### src/hw/slwc_pkg.sv
// Constants shared by the clock, power-mode and low-voltage control block.
package slwc_pkg;

  // ------------------------------------------------------------------
  // Register bus
  // ------------------------------------------------------------------
  localparam int ADDR_W = 3;
  localparam int DATA_W = 8;
  localparam logic [2:0] OFF_LOWVOLT_WAKE = 3'h0;
  localparam logic [2:0] OFF_SYS_CLOCK = 3'h1;
  localparam logic [2:0] OFF_IRQ_STATUS = 3'h2;
  localparam logic [2:0] OFF_IRQ_MASK = 3'h3;
  localparam logic [2:0] OFF_BLOCK_STATE = 3'h4;

  // ------------------------------------------------------------------
  // Field positions
  // ------------------------------------------------------------------
  localparam int LW_IRQ_EN_BIT = 7;
  localparam int LW_DET_EN_BIT = 6;
  localparam int LW_LEVEL_HI_BIT = 5;
  localparam int LW_LEVEL_LO_BIT = 4;
  localparam int LW_EXT_WAKE_BIT = 0;
  localparam int SC_TIMER_SEL_BIT = 6;
  localparam int SC_CPU_SEL_BIT = 5;
  localparam int SC_IDLE_BIT = 4;
  localparam int SC_RC_HI_BIT = 1;
  localparam int SC_RC_LO_BIT = 0;
  localparam int IRQ_LOWVOLT_BIT = 0;
  localparam int IRQ_WAKE_BIT = 1;
  localparam int IRQ_HOLD_DONE_BIT = 2;
  localparam int IRQ_W = 3;

  // ------------------------------------------------------------------
  // Reset values
  // ------------------------------------------------------------------
  localparam logic RST_TIMER_SEL = 1'b1;
  localparam logic RST_CPU_SEL = 1'b1;
  localparam logic RST_IDLE = 1'b0;
  localparam logic [7:0] RST_LOWVOLT_WAKE = 8'h00;
  localparam logic [2:0] RST_IRQ_MASK = 3'h0;

  // ------------------------------------------------------------------
  // Encodings
  // ------------------------------------------------------------------
  localparam logic [1:0] RC_4MHZ = 2'h3;
  localparam logic [1:0] RC_16MHZ = 2'h2;
  localparam logic [1:0] RC_8MHZ = 2'h1;
  localparam logic [1:0] RC_1MHZ = 2'h0;

  // ------------------------------------------------------------------
  // Timing
  // ------------------------------------------------------------------
  localparam int HOLD_W = 10;
  localparam int CLK_PERIOD_PS = 25000;
  localparam logic [9:0] SETTLE_LONG_CLK = 10'd510;
  localparam logic [9:0] SETTLE_SHORT_CLK = 10'd8;
  localparam int RC_HOLD_16M_PS = 1500000;
  localparam int RC_HOLD_8M_PS = 3000000;
  localparam int RC_HOLD_4M_PS = 5000000;
  localparam int RC_HOLD_1M_PS = 24000000;
  localparam logic [9:0] RC_HOLD_16M_CYC = 10'((RC_HOLD_16M_PS + CLK_PERIOD_PS - 1) / CLK_PERIOD_PS);
  localparam logic [9:0] RC_HOLD_8M_CYC = 10'((RC_HOLD_8M_PS + CLK_PERIOD_PS - 1) / CLK_PERIOD_PS);
  localparam logic [9:0] RC_HOLD_4M_CYC = 10'((RC_HOLD_4M_PS + CLK_PERIOD_PS - 1) / CLK_PERIOD_PS);
  localparam logic [9:0] RC_HOLD_1M_CYC = 10'((RC_HOLD_1M_PS + CLK_PERIOD_PS - 1) / CLK_PERIOD_PS);

  typedef enum logic [5:0] {
    SLWC_RUN      = 6'b00_0001,
    SLWC_SLEEP    = 6'b00_0010,
    SLWC_IDLE     = 6'b00_0100,
    SLWC_WAIT_OSC = 6'b00_1000,
    SLWC_SETTLE   = 6'b01_0000,
    SLWC_RC_HOLD  = 6'b10_0000
  } slwc_state_e;

endpackage : slwc_pkg

### src/hw/slwc_ctrl.sv
// Clock select, power mode, settling hold and low-voltage detect control.
//
// Functional notes
// - Interrupt enable gates low-voltage interrupt request.
// - Detector enable; disabled status reads one.
// - Level field selects threshold; status above.
// - Threshold crossing either way raises event.
// - Wake register bits three..one read zero.
// - Bit zero enables external pin wake.
// - Control bits seven, three, two read zero.
// - Timer clock select, main by default.
// - CPU clock select, main by default.
// - Sub clock selected stops main oscillator.
// - Idle bit chooses sleep or idle.
// - Count 510 or 8 clocks after stable.
// - Two-bit RC frequency select encoding.
// - RC select loaded from code option.
// - RC change with no same-cycle sleep or CPU select change holds for new settling time.
// - Status clear when low; sticky interrupt flag.
`timescale 1ns/1ps
module slwc_ctrl (
  input wire logic clk_sys_in,
  input wire logic reset_in,
  input wire logic clk_en_in,
  input wire logic [slwc_pkg::ADDR_W-1:0] reg_addr_in,
  input wire logic [slwc_pkg::DATA_W-1:0] reg_wdata_in,
  input wire logic reg_wr_in,
  input wire logic reg_rd_in,
  output logic [slwc_pkg::DATA_W-1:0] reg_rdata_out,
  input wire logic [1:0] code_option_rc_in,
  input wire logic lowvolt_cmp_above_in,
  input wire logic sleep_instruction_in,
  input wire logic ext_int_n_in,
  input wire logic wake_event_in,
  input wire logic osc_stable_in,
  input wire logic crystal_osc_in,
  input wire logic cpu_clk_tick_in,
  output logic irq_out,
  output logic lowvolt_irq_req_out,
  output logic lowvolt_status_n_out,
  output logic lowvolt_detect_enable_out,
  output logic [1:0] lowvolt_level_out,
  output logic ext_pin_wake_enable_out,
  output logic timer_clock_select_out,
  output logic cpu_clock_select_out,
  output logic main_osc_enable_out,
  output logic [1:0] rc_freq_sel_out,
  output logic sleep_mode_out,
  output logic idle_mode_out,
  output logic cpu_hold_out
);
  import slwc_pkg::*;

  // ------------------------------------------------------------------
  // Register storage
  // ------------------------------------------------------------------
  logic lowvolt_irq_enable_r;
  logic lowvolt_detect_enable_r;
  logic lowvolt_level_hi_r;
  logic lowvolt_level_lo_r;
  logic ext_pin_wake_enable_r;
  logic timer_clock_select_r;
  logic cpu_clock_select_r;
  logic idle_select_r;
  logic rc_freq_sel_hi_r;
  logic rc_freq_sel_lo_r;
  logic [IRQ_W-1:0] irq_status_r;
  logic [IRQ_W-1:0] irq_mask_r;
  logic [DATA_W-1:0] rdata_r;

  // ------------------------------------------------------------------
  // Decode
  // ------------------------------------------------------------------
  logic wr_lowvolt;
  logic wr_sys;
  logic wr_irq_status;
  logic wr_irq_mask;
  logic [1:0] new_rc_sel;
  logic rc_change;
  logic cpu_sel_change;

  assign wr_lowvolt = reg_wr_in && (reg_addr_in == OFF_LOWVOLT_WAKE);
  assign wr_sys = reg_wr_in && (reg_addr_in == OFF_SYS_CLOCK);
  assign wr_irq_status = reg_wr_in && (reg_addr_in == OFF_IRQ_STATUS);
  assign wr_irq_mask = reg_wr_in && (reg_addr_in == OFF_IRQ_MASK);
  assign new_rc_sel = {reg_wdata_in[SC_RC_HI_BIT], reg_wdata_in[SC_RC_LO_BIT]};
  assign rc_change = wr_sys && (new_rc_sel != {rc_freq_sel_hi_r, rc_freq_sel_lo_r});
  assign cpu_sel_change = wr_sys && (reg_wdata_in[SC_CPU_SEL_BIT] != cpu_clock_select_r);

  // ------------------------------------------------------------------
  // Low-voltage and wake register
  // ------------------------------------------------------------------
  always_ff @(posedge clk_sys_in) begin
    if (reset_in) begin
      lowvolt_irq_enable_r <= RST_LOWVOLT_WAKE[LW_IRQ_EN_BIT];
      lowvolt_detect_enable_r <= RST_LOWVOLT_WAKE[LW_DET_EN_BIT];
      lowvolt_level_hi_r <= RST_LOWVOLT_WAKE[LW_LEVEL_HI_BIT];
      lowvolt_level_lo_r <= RST_LOWVOLT_WAKE[LW_LEVEL_LO_BIT];
      ext_pin_wake_enable_r <= RST_LOWVOLT_WAKE[LW_EXT_WAKE_BIT];
    end else if (clk_en_in && wr_lowvolt) begin
      lowvolt_irq_enable_r <= reg_wdata_in[LW_IRQ_EN_BIT];
      lowvolt_detect_enable_r <= reg_wdata_in[LW_DET_EN_BIT];
      lowvolt_level_hi_r <= reg_wdata_in[LW_LEVEL_HI_BIT];
      lowvolt_level_lo_r <= reg_wdata_in[LW_LEVEL_LO_BIT];
      ext_pin_wake_enable_r <= reg_wdata_in[LW_EXT_WAKE_BIT];
    end
  end

  // ------------------------------------------------------------------
  // System clock control register
  // ------------------------------------------------------------------
  always_ff @(posedge clk_sys_in) begin
    if (reset_in) begin
      timer_clock_select_r <= RST_TIMER_SEL;
      cpu_clock_select_r <= RST_CPU_SEL;
      idle_select_r <= RST_IDLE;
      rc_freq_sel_hi_r <= code_option_rc_in[1];
      rc_freq_sel_lo_r <= code_option_rc_in[0];
    end else if (clk_en_in && wr_sys) begin
      timer_clock_select_r <= reg_wdata_in[SC_TIMER_SEL_BIT];
      cpu_clock_select_r <= reg_wdata_in[SC_CPU_SEL_BIT];
      idle_select_r <= reg_wdata_in[SC_IDLE_BIT];
      rc_freq_sel_hi_r <= reg_wdata_in[SC_RC_HI_BIT];
      rc_freq_sel_lo_r <= reg_wdata_in[SC_RC_LO_BIT];
    end
  end

  // ------------------------------------------------------------------
  // Low-voltage detector
  // ------------------------------------------------------------------
  logic cmp_above_sync;
  logic cmp_prev_r;
  logic lowvolt_event;

  slwc_sync2 u_cmp_sync (
    .clk_sys_in(clk_sys_in),
    .reset_in(reset_in),
    .clk_en_in(clk_en_in),
    .async_in(lowvolt_cmp_above_in),
    .sync_out(cmp_above_sync)
  );

  // The previous sample tracks the comparator only while enabled, so switching
  // the detector on while the supply is low still counts as a crossing.
  always_ff @(posedge clk_sys_in) begin
    if (reset_in) begin
      cmp_prev_r <= 1'b1;
    end else if (clk_en_in) begin
      cmp_prev_r <= lowvolt_detect_enable_r ? cmp_above_sync : 1'b1;
    end
  end

  assign lowvolt_event = lowvolt_detect_enable_r && (cmp_above_sync != cmp_prev_r);

  assign lowvolt_status_n_out = !lowvolt_detect_enable_r || cmp_above_sync;

  // ------------------------------------------------------------------
  // External pin edge
  // ------------------------------------------------------------------
  logic ext_prev_r;
  logic ext_fall;

  always_ff @(posedge clk_sys_in) begin
    if (reset_in) begin
      ext_prev_r <= 1'b1;
    end else if (clk_en_in) begin
      ext_prev_r <= ext_int_n_in;
    end
  end

  assign ext_fall = ext_prev_r && !ext_int_n_in;

  // ------------------------------------------------------------------
  // Power mode sequencer
  // ------------------------------------------------------------------
  slwc_state_e state_r;
  slwc_state_e state_nxt;
  logic wake_req;
  logic hold_load;
  logic [HOLD_W-1:0] hold_val;
  logic [HOLD_W-1:0] settle_val;
  logic [HOLD_W-1:0] rc_hold_val;
  logic hold_tick;
  logic hold_busy;
  logic hold_done;

  assign wake_req = wake_event_in || (ext_fall && ext_pin_wake_enable_r);

  // long count for crystal entering normal
  assign settle_val = (crystal_osc_in && cpu_clock_select_r) ? SETTLE_LONG_CLK
                                                             : SETTLE_SHORT_CLK;

  always_comb begin
    unique case (new_rc_sel)
      RC_16MHZ: rc_hold_val = RC_HOLD_16M_CYC;
      RC_8MHZ: rc_hold_val = RC_HOLD_8M_CYC;
      RC_4MHZ: rc_hold_val = RC_HOLD_4M_CYC;
      RC_1MHZ: rc_hold_val = RC_HOLD_1M_CYC;
    endcase
  end

  always_comb begin
    state_nxt = state_r;
    hold_load = 1'b0;
    hold_val = settle_val;
    unique case (state_r)
      SLWC_RUN, SLWC_RC_HOLD: begin
        if (state_r == SLWC_RUN && sleep_instruction_in) begin
          state_nxt = idle_select_r ? SLWC_IDLE : SLWC_SLEEP;
        end else if (cpu_sel_change) begin
          state_nxt = SLWC_WAIT_OSC;
        end else if (rc_change) begin
          state_nxt = SLWC_RC_HOLD;
          hold_load = 1'b1;
          hold_val = rc_hold_val;
        end else if (state_r == SLWC_RC_HOLD && hold_done) begin
          state_nxt = SLWC_RUN;
        end
      end
      SLWC_SLEEP, SLWC_IDLE: begin
        if (wake_req) begin
          state_nxt = SLWC_WAIT_OSC;
        end
      end
      SLWC_WAIT_OSC: begin
        if (osc_stable_in) begin
          state_nxt = SLWC_SETTLE;
          hold_load = 1'b1;
        end
      end
      SLWC_SETTLE: begin
        if (hold_done) begin
          state_nxt = SLWC_RUN;
        end
      end
      default: begin
        state_nxt = SLWC_RUN;
      end
    endcase
  end

  always_ff @(posedge clk_sys_in) begin
    if (reset_in) begin
      state_r <= SLWC_RUN;
    end else if (clk_en_in) begin
      state_r <= state_nxt;
    end
  end

  assign hold_tick = (state_r == SLWC_SETTLE) ? cpu_clk_tick_in : 1'b1;

  slwc_hold_timer #(
    .WIDTH(HOLD_W)
  ) u_hold (
    .clk_sys_in(clk_sys_in),
    .reset_in(reset_in),
    .clk_en_in(clk_en_in),
    .load_in(hold_load && clk_en_in),
    .load_val_in(hold_val),
    .tick_in(hold_tick),
    .busy_out(hold_busy),
    .done_out(hold_done)
  );

  // ------------------------------------------------------------------
  // Interrupt status and mask
  // ------------------------------------------------------------------
  logic [IRQ_W-1:0] irq_set;

  assign irq_set[IRQ_LOWVOLT_BIT] = lowvolt_event;
  assign irq_set[IRQ_WAKE_BIT] = wake_req && (state_r == SLWC_SLEEP || state_r == SLWC_IDLE);
  assign irq_set[IRQ_HOLD_DONE_BIT] = hold_done;

  // A new event in the clearing cycle survives, because set is applied last.
  always_ff @(posedge clk_sys_in) begin
    if (reset_in) begin
      irq_status_r <= '0;
    end else if (clk_en_in) begin
      irq_status_r <= (irq_status_r & ~(wr_irq_status ? reg_wdata_in[IRQ_W-1:0] : '0))
                      | irq_set;
    end
  end

  always_ff @(posedge clk_sys_in) begin
    if (reset_in) begin
      irq_mask_r <= RST_IRQ_MASK;
    end else if (clk_en_in && wr_irq_mask) begin
      irq_mask_r <= reg_wdata_in[IRQ_W-1:0];
    end
  end

  assign irq_out = |(irq_status_r & irq_mask_r);

  assign lowvolt_irq_req_out = lowvolt_irq_enable_r && irq_status_r[IRQ_LOWVOLT_BIT];

  // ------------------------------------------------------------------
  // Read port
  // ------------------------------------------------------------------
  logic [DATA_W-1:0] rd_mux;

  always_comb begin
    rd_mux = '0;
    unique case (reg_addr_in)
      OFF_LOWVOLT_WAKE: begin
        rd_mux[LW_IRQ_EN_BIT] = lowvolt_irq_enable_r;
        rd_mux[LW_DET_EN_BIT] = lowvolt_detect_enable_r;
        rd_mux[LW_LEVEL_HI_BIT] = lowvolt_level_hi_r;
        rd_mux[LW_LEVEL_LO_BIT] = lowvolt_level_lo_r;
        rd_mux[LW_EXT_WAKE_BIT] = ext_pin_wake_enable_r;
      end
      OFF_SYS_CLOCK: begin
        rd_mux[SC_TIMER_SEL_BIT] = timer_clock_select_r;
        rd_mux[SC_CPU_SEL_BIT] = cpu_clock_select_r;
        rd_mux[SC_IDLE_BIT] = idle_select_r;
        rd_mux[SC_RC_HI_BIT] = rc_freq_sel_hi_r;
        rd_mux[SC_RC_LO_BIT] = rc_freq_sel_lo_r;
      end
      OFF_IRQ_STATUS: begin
        rd_mux[IRQ_W-1:0] = irq_status_r;
      end
      OFF_IRQ_MASK: begin
        rd_mux[IRQ_W-1:0] = irq_mask_r;
      end
      OFF_BLOCK_STATE: begin
        rd_mux = {lowvolt_status_n_out, hold_busy, state_r};
      end
      default: begin
        rd_mux = '0;
      end
    endcase
  end

  always_ff @(posedge clk_sys_in) begin
    if (reset_in) begin
      rdata_r <= '0;
    end else if (clk_en_in) begin
      rdata_r <= reg_rd_in ? rd_mux : '0;
    end
  end

  assign reg_rdata_out = rdata_r;

  // ------------------------------------------------------------------
  // Outputs to the clock tree and core
  // ------------------------------------------------------------------
  assign lowvolt_detect_enable_out = lowvolt_detect_enable_r;
  assign lowvolt_level_out = {lowvolt_level_hi_r, lowvolt_level_lo_r};
  assign ext_pin_wake_enable_out = ext_pin_wake_enable_r;
  assign timer_clock_select_out = timer_clock_select_r;
  assign cpu_clock_select_out = cpu_clock_select_r;
  assign rc_freq_sel_out = {rc_freq_sel_hi_r, rc_freq_sel_lo_r};

  // Sleep also stops the main oscillator; idle keeps it so wake-up is quick.
  // sub clock stops main
  assign main_osc_enable_out = cpu_clock_select_r && (state_r != SLWC_SLEEP);
  assign sleep_mode_out = (state_r == SLWC_SLEEP);
  assign idle_mode_out = (state_r == SLWC_IDLE);

  assign cpu_hold_out = (state_r != SLWC_RUN);

endmodule : slwc_ctrl

### src/hw/slwc_hold_timer.sv
// Down counter that holds execution for a loaded number of ticks.
`timescale 1ns/1ps
module slwc_hold_timer #(
  parameter int WIDTH = 10
) (
  input wire logic clk_sys_in,
  input wire logic reset_in,
  input wire logic clk_en_in,
  input wire logic load_in,
  input wire logic [WIDTH-1:0] load_val_in,
  input wire logic tick_in,
  output logic busy_out,
  output logic done_out
);
  logic [WIDTH-1:0] count_r;

  // A load always restarts the count, so a newer request overrides an older one.
  always_ff @(posedge clk_sys_in) begin
    if (reset_in) begin
      count_r <= '0;
    end else if (clk_en_in) begin
      if (load_in) begin
        count_r <= load_val_in;
      end else if (tick_in && count_r != '0) begin
        count_r <= count_r - WIDTH'(1);
      end
    end
  end

  assign busy_out = (count_r != '0);
  assign done_out = clk_en_in && !load_in && tick_in && (count_r == WIDTH'(1));
endmodule : slwc_hold_timer

### src/hw/slwc_sync2.sv
// Two-flop synchroniser for a single level.
`timescale 1ns/1ps
module slwc_sync2 (
  input wire logic clk_sys_in,
  input wire logic reset_in,
  input wire logic clk_en_in,
  input wire logic async_in,
  output logic sync_out
);
  logic meta_r;

  always_ff @(posedge clk_sys_in) begin
    if (reset_in) begin
      meta_r <= 1'b1;
      sync_out <= 1'b1;
    end else if (clk_en_in) begin
      meta_r <= async_in;
      sync_out <= meta_r;
    end
  end
endmodule : slwc_sync2

### config.mk
export PLATFORM = sky130hd
export DESIGN_NAME = slwc_ctrl
export DESIGN_NICKNAME = d
export VERILOG_FILES = /design/src/hw/slwc_pkg.sv /design/src/hw/slwc_ctrl.sv /design/src/hw/slwc_hold_timer.sv /design/src/hw/slwc_sync2.sv
export SDC_FILE = /design/constraint.sdc
export NUM_CORES = 1
export LEC_CHECK = 0
export ABC_AREA = 1
export BUFFER_PORTS_ARGS = -buffer_cell sky130_fd_sc_hd__buf_4
export CORE_UTILIZATION = 53
export DETAILED_ROUTE_END_ITERATION = 6
export PLACE_DENSITY = 0.76
export SYNTH_ARGS = -nofsm -noshare
export SYNTH_HDL_FRONTEND = slang
export SYNTH_SLANG_ARGS = --single-unit
### constraint.sdc
create_clock -name clk_sys_in -period 2.3 [get_ports clk_sys_in]
set_input_delay 0 -clock clk_sys_in [delete_from_list [all_inputs] [get_ports clk_sys_in]]
set_output_delay 0 -clock clk_sys_in [all_outputs]
set_load 0.01 [all_outputs]
==> flow_summary.ini <==
[pwr]
p_total_w = 0.002861
power.leakage_nw = 1.607
ir_drop_uv = 543.2
powerDensity_nw_per_um2 = 884.1

[layout]
drive_above_1_share = 0.1820
seq_area_um2 = 900.9
fillers = 446
diodes = 0
fin_nets = 485
stdcell_count = 523
area_growth_pct = 19.56
design_area_um2 = 3236
multi_input_area_um2 = 1465
postLayoutCoreUtil = 0.6717

[critical_path]
rrSetupSlack_ns = 0.35
path_cells = inv_1 -> nand2_1 -> nand2_1 -> nor2_2 -> nor2_2 -> inv_1 -> nor2_2 -> a21oi_2 -> nand3_1 -> nand2_1 -> nor2_1
critPathMaxStageDelay_ns = 0.48
r2r-end = state_r[3]
cp-end-kind = register
path_class = reg -> reg
cp-endpoint = state_r[3]
start_kind = register
startpoint = cpu_clock_select_out
critPathSlowestCell = a21oi_2
worstPathMaxFanout = 12
ff2ff_path_depth = 11
worstPathRequired_ns = 2.50
cp.arrival_ns = 2.15
rr_startpoint = cpu_clock_select_out

[cts]
h-tree-depth = 2
cts_resized = 0
clockBufferDepth = 2
cts_tree = yes
cts_buffers = 5
clock_sinks = 44
clockRootBuffer = clkbuf_8
post_cts_buffers = 0
hold_buffers = 9
clock_latency_ns = 0.30
clkTransAtPathRegs_ns = 0.09

[place]
place_congestion = 0.9002
detailed_place.area_um2 = 3054
place_inst = 506
dp.final_hpwl_um = 5229
numPortBuffers = 46

[timing]
finalHoldViolCount = 0
finalSetupViolCount = 0
max_slew.worst_pin.slew_ns = 0.5837
min_period_ns = 1.952
rsz0062_at_grt = false
min_period_over_period = 0.8488
max_freq_mhz = 512.3
relSlewSlack = 0.6109
final.setup.tns_ns = 0
clock_skew_ns = 0.006641
slew_violations = 0

[floorplanning]
dieArea_um2 = 5396
num_rows = 25
start_util = 0.5618
die_w_um = 73.46
core-area_um2 = 4817
die_height_um = 73.46
io_pins = 48

[outcome]
outcome = complete, no violations

[drt]
detail_route.wl_per_cell_um = 13.78
vias_per_cell = 5.346
dr_total_vias = 2796
first_pass_iters = 5
drt.antenna.violating_nets = 0
wirelength_um = 7206
drc = 0
drtIter0Drc = 231

[yosys]
synth.avg_cell_area_um2 = 6.666
ys_ff_latch = 44
yosysUniqueCellTypes = 37
synth_top_cell_by_area = dfxtp_1
synth_top_cell_area_share = 0.3107
yosysWarnings = 0
synth_flop_cell = dfxtp_1
synth_area_um2 = 2706
synth_common_cells = nand2_1 (91), inv_1 (65), dfxtp_1 (42), nor2_1 (33)
seq_area_frac_synth = 0.3329
syn-num-nets = 436
synthTopCellsByArea = dfxtp_1 (31%), nand2_1 (13%), inv_1 (9.0%)
synth_edf_count = 2
yosysMostFrequentCell = nand2_1
async_flop_share = 0
syn_inst = 406

[global_routing]
grt_max_degree = 24
grt_overflow_total = 0
grt.total_usage = 0.2821
antenna_found_initial = 0
grt_pass1_wl_um = 11550
grt_pass1_vias = 2464

[worst_hold_path]
hp-class = in -> reg

[flow_run]
drv_cap = 0
-- sequential cells by signal (all words and copies together) (netlist names), 3 cells and up --
register / cells
u_hold.count_r: 10
irq_mask_r: 3
reg_rdata_out: 8
state_r: 6
irq_status_r: 3
-- worst min path at each step --
| stage | from | to | slack, ns | depth (start not counted) |
|---|---|---|---|---|
| floorplan | lowvolt_cmp_above_in | u_cmp_sync.meta_r | 0.13 | 2 |
| global placement | lowvolt_cmp_above_in | u_cmp_sync.meta_r | 0.22 | 3 |
| detailed placement | lowvolt_cmp_above_in | u_cmp_sync.meta_r | 0.23 | 3 |
| CTS | reg_wdata_in[4] | lowvolt_level_lo_r | 0.001 | 3 |
| global route | reg_wdata_in[4] | lowvolt_level_lo_r | 0.02 | 3 |
| finish | reg_wdata_in[4] | lowvolt_level_lo_r | 0.004 | 3 |
-- worst max-delay path: cells and delay by family (launching register included) --
family                 cells  cell delay, ns
AND/OR/NAND/NOR            8            0.74
AO/OA/AOI/OAI              1            0.48
flip-flops                 1            0.46
buffers and inverters      2            0.18
-- kinds of logic (layout without fill, tap and decap cells) --
| family | Yosys count | in the layout | synth area share |
|---|---|---|---|
| compound gates | 76 | 76 | 0.1553 |
| simple gates | 192 | 192 | 0.3370 |
| flops | 44 | 44 | 0.3329 |
| fa+ha+maj | 5 | 5 | 0.02312 |
| xor+xnor | 8 | 8 | 0.02589 |
| buf+inv | 81 | 131 | 0.1257 |
-- cells in the final DEF (no fill, tap or decap), types with 8 or more instances in the layout --
master	n
inv_1	65
nand2_1	91
buf_4	47
nor2_1	33
nand3_1	31
dlygate4sd3_1	9
a21oi_1	31
xor2_1	8
dfxtp_1	42
o21ai_0	26
-- metal layers --
layer | global-route usage | vias up | wire [um]
met1 | 0.4022 | 1275 | 3375
met4 | 0.09188 | 0 | 119
met2 | 0.4230 | 105 | 3182
met3 | 0.05898 | 13 | 529
li1 | - | 1403 | -
met5 | 0 | - | 0
-- report_power, final --
part	leakage [nW]	total (W)	switching (W)	internal, W
Clock	0.0447	0.000516	0.000299	0.000217
Combinational	1.20	0.00133	0.000839	0.000494
Sequential	0.363	0.00101	0.000132	0.000880
-- metrics by stage --
step                      hold WS (ns)  worst slack [ns]
final                         0.003749            0.3478
after detailed placement        0.2346            0.4002
after global placement          0.2151            0.4448
after global routing           0.01526            0.1866
after CTS                     0.001345            0.3688
after floorplan                 0.1263            0.7360
-- area by class of cell --
| type | count | share of cell area |
|---|---|---|
| clock inverter | 3 | 0.006961 |
| timing repair buffer | 56 | 0.1369 |
| tap | 67 | 0.02591 |
| clock buffer | 5 | 0.02127 |
| inverter | 67 | 0.07773 |
| multi-input combinational | 281 | 0.4528 |
| sequential | 44 | 0.2784 |
Note: power is estimated with default switching activity, not from simulation.
